==> src/rtl/msd_pkg.sv <==
package msd_pkg;
  // program space split
  localparam logic [15:0] INT_ROM_LAST = 16'h3fff;
  localparam int INT_ROM_BYTES = 16384;
  localparam int PROG_SPACE_BYTES = 65536;
  // main ram layout
  localparam logic [7:0] BANK_STRIDE = 8'h08;
  localparam logic [7:0] BIT_AREA_BASE = 8'h20;
  localparam logic [7:0] BIT_AREA_LAST = 8'h2f;
  localparam logic [7:0] DIRECT_SFR_BASE = 8'h80;
  localparam logic [7:0] STACK_RESET = 8'h07;
  localparam logic [1:0] BANK_RESET = 2'h0;
  localparam logic [7:0] PORT_RESET = 8'hff;
  // address latch strobe period in clocks
  localparam int ALE_PERIOD = 6;
  localparam logic [2:0] ALE_LAST = 3'(ALE_PERIOD - 1);
  // data access kinds
  typedef enum logic [2:0] {
    ACC_DIRECT = 3'b000,
    ACC_INDIRECT = 3'b001,
    ACC_BIT = 3'b010,
    ACC_STACK = 3'b011,
    ACC_XDATA_PTR = 3'b100,
    ACC_XDATA_WIDE = 3'b101,
    ACC_NONE = 3'b110
  } msd_acc_t;
  // data target
  typedef enum logic [2:0] {
    TGT_NONE = 3'b000,
    TGT_MAIN = 3'b001,
    TGT_SFR = 3'b010,
    TGT_AUX = 3'b011,
    TGT_EXT = 3'b100
  } msd_tgt_t;
endpackage

==> src/rtl/msd_decoder.sv <==
`timescale 1ns/100ps
module msd_decoder
  import msd_pkg::*;
#(
  parameter int ADDR_W = 16
) (
  // clock and reset
  input wire logic clk,
  input wire logic arst_n,
  // straps and control
  input wire logic ext_access_pin,
  input wire logic security_bit,
  input wire logic can_reset_request_bit,
  input wire logic [1:0] bank_sel,
  input wire logic bank_sel_we,
  input wire logic [7:0] sp_val,
  // program fetch / code-table read
  input wire logic fetch_req,
  input wire logic code_table_read_instr,
  input wire logic [ADDR_W-1:0] code_addr,
  input wire logic [ADDR_W-1:0] cur_pc,
  output logic code_internal,
  output logic code_external,
  output logic code_blocked,
  // data access
  input wire logic data_req,
  input wire msd_acc_t data_kind,
  input wire logic data_wr,
  input wire logic [7:0] data_addr,
  input wire logic [2:0] pointer_sel,
  input wire logic [15:0] data_pointer_reg,
  output msd_tgt_t data_tgt,
  output logic [7:0] data_index,
  output logic [2:0] bit_pos,
  output logic [7:0] main_addr_of_pointer,
  // external bus
  input wire logic [7:0] low_port_in,
  input wire logic [7:0] wr_data,
  output logic [7:0] low_addr_data_port,
  output logic low_port_oe_n,
  output logic [7:0] high_addr_port,
  output logic wr_strobe_n,
  output logic rd_strobe_n,
  output logic ale,
  output logic [7:0] rd_data,
  // can pins
  input wire logic can_tx_a,
  input wire logic can_tx_b,
  input wire logic [1:0] p1_latch_hi,
  output logic can_tx_out_a,
  output logic can_tx_out_b,
  output logic can_tx_oe_a_n,
  output logic can_tx_oe_b_n,
  output logic [1:0] active_bank
);

  // ---------------------------------------------------------------
  // reset synchroniser
  // ---------------------------------------------------------------
  logic [1:0] rsync_q;
  logic rst_n;
  always_ff @(posedge clk or negedge arst_n) begin
    if (!arst_n) begin
      rsync_q <= 2'b00;
    end else begin
      rsync_q <= {rsync_q[0], 1'b1};
    end
  end
  assign rst_n = rsync_q[1];

  // ---------------------------------------------------------------
  // state
  // ---------------------------------------------------------------
  typedef struct packed {
    logic strap_done;
    logic strap_hi;
    logic [1:0] bank;
    logic [2:0] ale_cnt;
    logic skip_pend;
    logic ale;
    logic wr_n;
    logic rd_n;
    logic low_oe_n;
    logic [7:0] low_port;
    logic [7:0] high_port;
    logic [7:0] rd_data;
    logic [1:0] p1;
  } msd_state_t;

  msd_state_t s_q, s_d;

  logic ext_data;
  logic rom_hit;
  logic from_ext;

  // ---------------------------------------------------------------
  // program space decode
  // ---------------------------------------------------------------
  always_comb begin
    // internal rom only when strap was high and address in low 16k
    rom_hit = s_q.strap_hi && (code_addr <= INT_ROM_LAST);
    from_ext = !(s_q.strap_hi && (cur_pc <= INT_ROM_LAST));
    code_blocked = code_table_read_instr && rom_hit
                   && (from_ext || security_bit);
    code_internal = (fetch_req || code_table_read_instr) && rom_hit
                    && !code_blocked;
    code_external = (fetch_req || code_table_read_instr) && !rom_hit;
  end

  // ---------------------------------------------------------------
  // data space decode
  // ---------------------------------------------------------------
  always_comb begin
    main_addr_of_pointer = {3'h0, s_q.bank, pointer_sel};
    data_tgt = TGT_NONE;
    data_index = 8'h00;
    bit_pos = 3'h0;
    ext_data = 1'b0;
    if (data_req) begin
      unique case (data_kind)
        ACC_DIRECT: begin
          data_index = data_addr;
          data_tgt = (data_addr >= DIRECT_SFR_BASE) ? TGT_SFR
                                                    : TGT_MAIN;
        end
        ACC_INDIRECT: begin
          data_index = data_addr;
          data_tgt = TGT_MAIN;
        end
        ACC_BIT: begin
          if (!data_addr[7]) begin
            data_index = BIT_AREA_BASE + {4'h0, data_addr[6:3]};
            data_tgt = TGT_MAIN;
          end else begin
            data_index = {data_addr[7:3], 3'h0};
            data_tgt = TGT_SFR;
          end
          bit_pos = data_addr[2:0];
        end
        ACC_STACK: begin
          data_index = sp_val;
          data_tgt = TGT_MAIN;
        end
        ACC_XDATA_PTR: begin
          data_index = data_addr;
          data_tgt = TGT_AUX;
        end
        ACC_XDATA_WIDE: begin
          data_index = data_pointer_reg[7:0];
          if (data_pointer_reg[15:8] == 8'h00) begin
            data_tgt = TGT_AUX;
          end else begin
            data_tgt = TGT_EXT;
            ext_data = 1'b1;
          end
        end
        default: begin
          data_tgt = TGT_NONE;
        end
      endcase
    end
  end

  // ---------------------------------------------------------------
  // sequencing
  // ---------------------------------------------------------------
  always_comb begin
    s_d = s_q;
    if (!s_q.strap_done) begin
      s_d.strap_done = 1'b1;
      s_d.strap_hi = ext_access_pin;
    end
    if (bank_sel_we) begin
      s_d.bank = bank_sel;
    end
    // only external data moves drive ports and read/write strobes
    s_d.wr_n = 1'b1;
    s_d.rd_n = 1'b1;
    s_d.low_oe_n = 1'b1;
    if (ext_data) begin
      s_d.high_port = data_pointer_reg[15:8];
      s_d.wr_n = !data_wr;
      s_d.rd_n = data_wr;
      s_d.low_port = data_wr ? wr_data : data_pointer_reg[7:0];
      s_d.low_oe_n = !data_wr;
      s_d.skip_pend = 1'b1;
    end
    if (!s_q.rd_n) begin
      s_d.rd_data = low_port_in;
    end
    s_d.ale = 1'b0;
    if (s_q.ale_cnt == ALE_LAST) begin
      s_d.ale_cnt = 3'h0;
      if (s_q.skip_pend || ext_data) begin
        s_d.skip_pend = 1'b0;
      end else begin
        s_d.ale = 1'b1;
      end
    end else begin
      s_d.ale_cnt = s_q.ale_cnt + 3'h1;
    end
    s_d.p1 = p1_latch_hi;
  end

  always_ff @(posedge clk or negedge rst_n) begin
    if (!rst_n) begin
      s_q.strap_done <= 1'b0;
      s_q.strap_hi <= 1'b0;
      s_q.bank <= BANK_RESET;
      s_q.ale_cnt <= 3'h0;
      s_q.skip_pend <= 1'b0;
      s_q.ale <= 1'b0;
      s_q.wr_n <= 1'b1;
      s_q.rd_n <= 1'b1;
      s_q.low_oe_n <= 1'b1;
      s_q.low_port <= PORT_RESET;
      s_q.high_port <= PORT_RESET;
      s_q.rd_data <= 8'h00;
      s_q.p1 <= 2'b11;
    end else begin
      s_q <= s_d;
    end
  end

  // ---------------------------------------------------------------
  // outputs
  // ---------------------------------------------------------------
  assign active_bank = s_q.bank;
  assign low_addr_data_port = s_q.low_port;
  assign low_port_oe_n = s_q.low_oe_n;
  assign high_addr_port = s_q.high_port;
  assign wr_strobe_n = s_q.wr_n;
  assign rd_strobe_n = s_q.rd_n;
  assign ale = s_q.ale;
  assign rd_data = s_q.rd_data;

  // can pins: open drain port while can held in reset
  always_comb begin
    can_tx_out_a = 1'b0;
    can_tx_out_b = 1'b0;
    if (can_reset_request_bit) begin
      can_tx_oe_a_n = s_q.p1[0];
      can_tx_oe_b_n = s_q.p1[1];
    end else begin
      can_tx_out_a = can_tx_a;
      can_tx_out_b = can_tx_b;
      can_tx_oe_a_n = 1'b0;
      can_tx_oe_b_n = 1'b0;
    end
  end

  // ---------------------------------------------------------------
  // checks
  // ---------------------------------------------------------------
  ext_fetch_a: assert property (@(posedge clk) disable iff (!rst_n)
    (s_q.strap_done && !s_q.strap_hi && fetch_req) |-> code_external)
    else $error("fetch internal with strap low");
  rom_range_a: assert property (@(posedge clk) disable iff (!rst_n)
    (code_internal |-> code_addr <= INT_ROM_LAST))
    else $error("internal fetch beyond rom");
  code_guard_a: assert property (@(posedge clk) disable iff (!rst_n)
    (code_table_read_instr && from_ext && rom_hit) |-> !code_internal)
    else $error("external code read internal rom");
  secure_rom_a: assert property (@(posedge clk) disable iff (!rst_n)
    (code_table_read_instr && security_bit) |-> !code_internal)
    else $error("secured rom was read");
  sfr_direct_a: assert property (@(posedge clk) disable iff (!rst_n)
    (data_req && data_kind == ACC_DIRECT && data_addr[7])
      |-> data_tgt == TGT_SFR)
    else $error("direct high address not sfr");
  aux_quiet_a: assert property (@(posedge clk) disable iff (!rst_n)
    (data_req && data_tgt == TGT_AUX) |=> (wr_strobe_n && rd_strobe_n))
    else $error("aux access moved strobes");
  ptr_low_a: assert property (@(posedge clk) disable iff (!rst_n)
    (data_req && data_kind == ACC_XDATA_PTR) |-> data_tgt != TGT_EXT)
    else $error("pointer move reached external");
  ale_skip_a: assert property (@(posedge clk) disable iff (!rst_n)
    ale |=> !ale [*5])
    else $error("address strobe too frequent");
  bank_reset_a: assert property (@(posedge clk)
    $rose(rst_n) |-> active_bank == 2'h0)
    else $error("bank not zero after reset");
  can_float_a: assert property (@(posedge clk) disable iff (!rst_n)
    (can_reset_request_bit && s_q.p1 == 2'b11)
      |-> (can_tx_oe_a_n && can_tx_oe_b_n))
    else $error("can pins driven in reset");

endmodule

==> config.mk <==
export PLATFORM = sky130hd
export DESIGN_NAME = msd_decoder
export DESIGN_NICKNAME = d
export VERILOG_FILES = /design/src/rtl/msd_pkg.sv /design/src/rtl/msd_decoder.sv
export SDC_FILE = /design/constraint.sdc
export NUM_CORES = 1
export LEC_CHECK = 0
export BUFFER_PORTS_ARGS = -buffer_cell sky130_fd_sc_hd__buf_2
export CORE_MARGIN = 2
export CORE_UTILIZATION = 45
export CTS_BUF_LIST = sky130_fd_sc_hd__clkbuf_16
export CTS_CLUSTER_SIZE = 16
export DETAILED_ROUTE_END_ITERATION = 8
export PLACE_DENSITY = 0.86
export SETUP_SLACK_MARGIN = 0.1
export SLEW_MARGIN = 20
export SYNTH_ARGS = -nofsm -noshare
export SYNTH_HDL_FRONTEND = slang
export SYNTH_SLANG_ARGS = --single-unit
==> constraint.sdc <==
create_clock -name clk -period 2.9 [get_ports clk]
set_input_delay 0.58 -clock clk [delete_from_list [all_inputs] [get_ports clk]]
set_output_delay 0.58 -clock clk [all_outputs]
set_load 0.01 [all_outputs]
==> results.txt <==
CTS Buf Count = 5
Worst path most repeated cell = buf_2
Arrival @ worst endpoint = 1820 ps
Antenna cell count = 0
Die Area = 5820 um^2
Synth top area share = 0.223
Initial drt markers = 74
Commonest non-fill, non-tap cell in the layout = buf_2
First-pass GRT wire length = 8420 um
Port Buffer Count = 123
Hold WC Path Type = in2async
Worst-path maximum fanout = 22
Grt peak-use layer = met2
CP Capture Type = primary output
Gr usage total = 0.177
Worst EP required = 2320 ps
Most frequent cells in the layout = 123 x buf_2, 20 x mux2_2, 20 x dfstp_2, 19 x dfrtp_1, 15 x mux2_4
Vias in the first global route = 1850
H-tree levels = 2
FF/Latch Area = 1000 um^2
Power Density = 581 nW/um^2
Status = finished, final reports clean
Leakage power = 0.00147 uW
Clk pin slew, worst setup/hold paths = 50 ps
Comb pwr share = 0.235
Final worst slack = 497 ps
Routed vias = 1804
Clock Latency Late Sink = 270 ps
Final setup vio count = 0
GPL Wtd Cong = 0.870
Die width = 76.3 um
First-pass DRT Iterations = 4
Critical path launch point type = input port
Initial core utilization = 0.464
Synthesis-to-layout area growth = 24.7%
Synth Cell Area = 2350 um^2
Met2 usage = 0.321
Post-synth top area cell = dfstp_2
CTS sink count = 39
Syn. warnings = 0
Ranking of synthesized cells by area = dfstp_2 22%, dfrtp_1 20%, buf_4 11%
Pre-CTS WS = 511 ps
Hold_ws = 86.0 ps
Routed Antenna Nets = 0
Total of max-cap violations = 0
Sw Share = 0.243
Sequential share of the synthesized area = 0.426
CTS Buffer Depth = 2
Cts hold-fix bufs = 0
Nets = 398
DIE HEIGHT = 76.3 um
Worst vdd ir = 0.000372 V
Sw power = 414 uW
Syn avg cell area = 11.5 um^2
WL/cell = 13.5 um
Cell Int Power = 1290 uW
Met3 Use GR = 0.0462
Root Buffer = clkbuf_16
Setup Skew = 3.35 ps
CP Cell Sequence = buf_2 > nor4b_2 > a22oi_1 > a21oi_1 > buf_2
Grt met1 use = 0.216
Via density = 4.92
CTS tree = yes
Post-synthesis register bit count = 39
Post-synthesis cell type count = 39
Cells after Synth = 205
Largest net degree at the start of global routing = 38
Slew HR = 0.656
DRC viols = 0
Routed WL = 4970 um
Critical path's largest stage delay = 470 ps
Total chip power = 1700 uW
Area of the core = 5070 um^2
Unrepaired setup endpoints after global routing = no
Max stage delay cell, worst path = nor4b_2
Final worst path period share = 0.829
Post-CTS resize count = 0
Setup TNS = 0 ps
Area of the multi-input gates = 1020 um^2
Final cell count without fillers = 367
Post-DP HPWL = 3900 um
Fin. Hold Viols = 0
CP Class = in2out
Row cnt = 26
Initial antenna violation count = 0
Grt total ovfl = 0
Placed insts = 359
Worst-margin pin slew = 512 ps
Clk pwr share = 0.345
Post-CTS setup buffer count = 0
Fillers = 457
I/O Pins = 161
Fmax = 416 MHz
Min Tclk post-route = 2400 ps
Share of cells above drive strength 1 = 0.650
Sequential Power Share = 0.420
Max-slew violations = 0
## registers in the layout (all words and copies together), names as in the netlist
register            cells
active_bank             2
ale                     1
high_addr_port          8
low_addr_data_port      8
low_port_oe_n           1
rd_data                 8
rd_strobe_n             1
rsync_q                 2
s_q                     8
## worst paths after layout
path	to	start	slack (ps)	depth (start not counted)
max reg2reg	rd_data[6]	rd_strobe_n	1790	1
min in group clk	rsync_q[1]	rsync_q[0]	350	0
max	data_index[0]	data_kind[1]	500	5
min reg2reg	s_q[32]	rsync_q[1]	280	1
max in group asynchronous	low_addr_data_port[3]	rsync_q[1]	2270	1
min	rsync_q[0]	arst_n	90	1
## layer usage
layer	share of wire	vias to the layer above	routed length (um)
li1	-	866	-
met2	0.52	71	2590
met4	0	0	0
met1	0.42	867	2060
met3	0.064	0	317
met5	0	-	0
## critical path, delay by kind of cell
kind                   cells  cell delay [ps]
buffers and inverters      2              440
AND/OR/NAND/NOR            1              470
AO/OA/AOI/OAI              2              340
## cell type report
| type | count | area share |
|---|---|---|
| clock buffers | 5 | 0.0426 |
| clock inverters | 3 | 0.0132 |
| inverters | 7 | 0.00896 |
| multi-input cells | 118 | 0.349 |
| flip-flops and latches | 39 | 0.341 |
| well taps | 70 | 0.0299 |
| repair buffers | 125 | 0.215 |
## stage by stage
step                      instance area (um^2)  utilization
after floorplan                           2360            -
after global placement                    2770        0.546
after detailed placement                  2770        0.546
after CTS                                 2930        0.578
after global routing                      2930        0.578
final                                     2930        0.578
## power by group through the flow
stage / Combinational [uW] / Clock [uW] / Sequential, uW
after global routing: 436 / 632 / 731
final: 400 / 588 / 716
after global placement: 393 / 0 / 720
after CTS: 405 / 608 / 717
after detailed placement: 404 / 0 / 723
after floorplan: 347 / 0 / 719
## cells by family after synthesis
group / Yosys count / share of synthesized area
buf+inv: 51 / 0.144
simple gates: 42 / 0.130
flops: 39 / 0.426
mux: 37 / 0.200
compound gates: 34 / 0.0979
other cells: 2 / 0.00319
## cell usage after synthesis, drive strengths merged
library cell / count
nor2: 3
dfrtp: 19
nor4b: 1
nand2: 4
nand3: 1
a2111oi: 1
a211oi: 2
conb: 2
mux2: 35
nor4: 2
o21ai: 10
a21o: 1
and2: 6
or4b: 1
inv: 7
nor2b: 4
o22ai: 1
nand3b: 1
a31oi: 3
mux2i: 2
and3: 1
buf: 38
clkbuf: 6
a221oi: 1
nand2b: 1
and4: 1
and3b: 12
nor3b: 1
o21a: 1
a21oi: 8
a22oi: 3
nor3: 2
o211ai: 3
dfstp: 20
and4b: 1
Note: power is estimated with default switching activity, not from simulation.
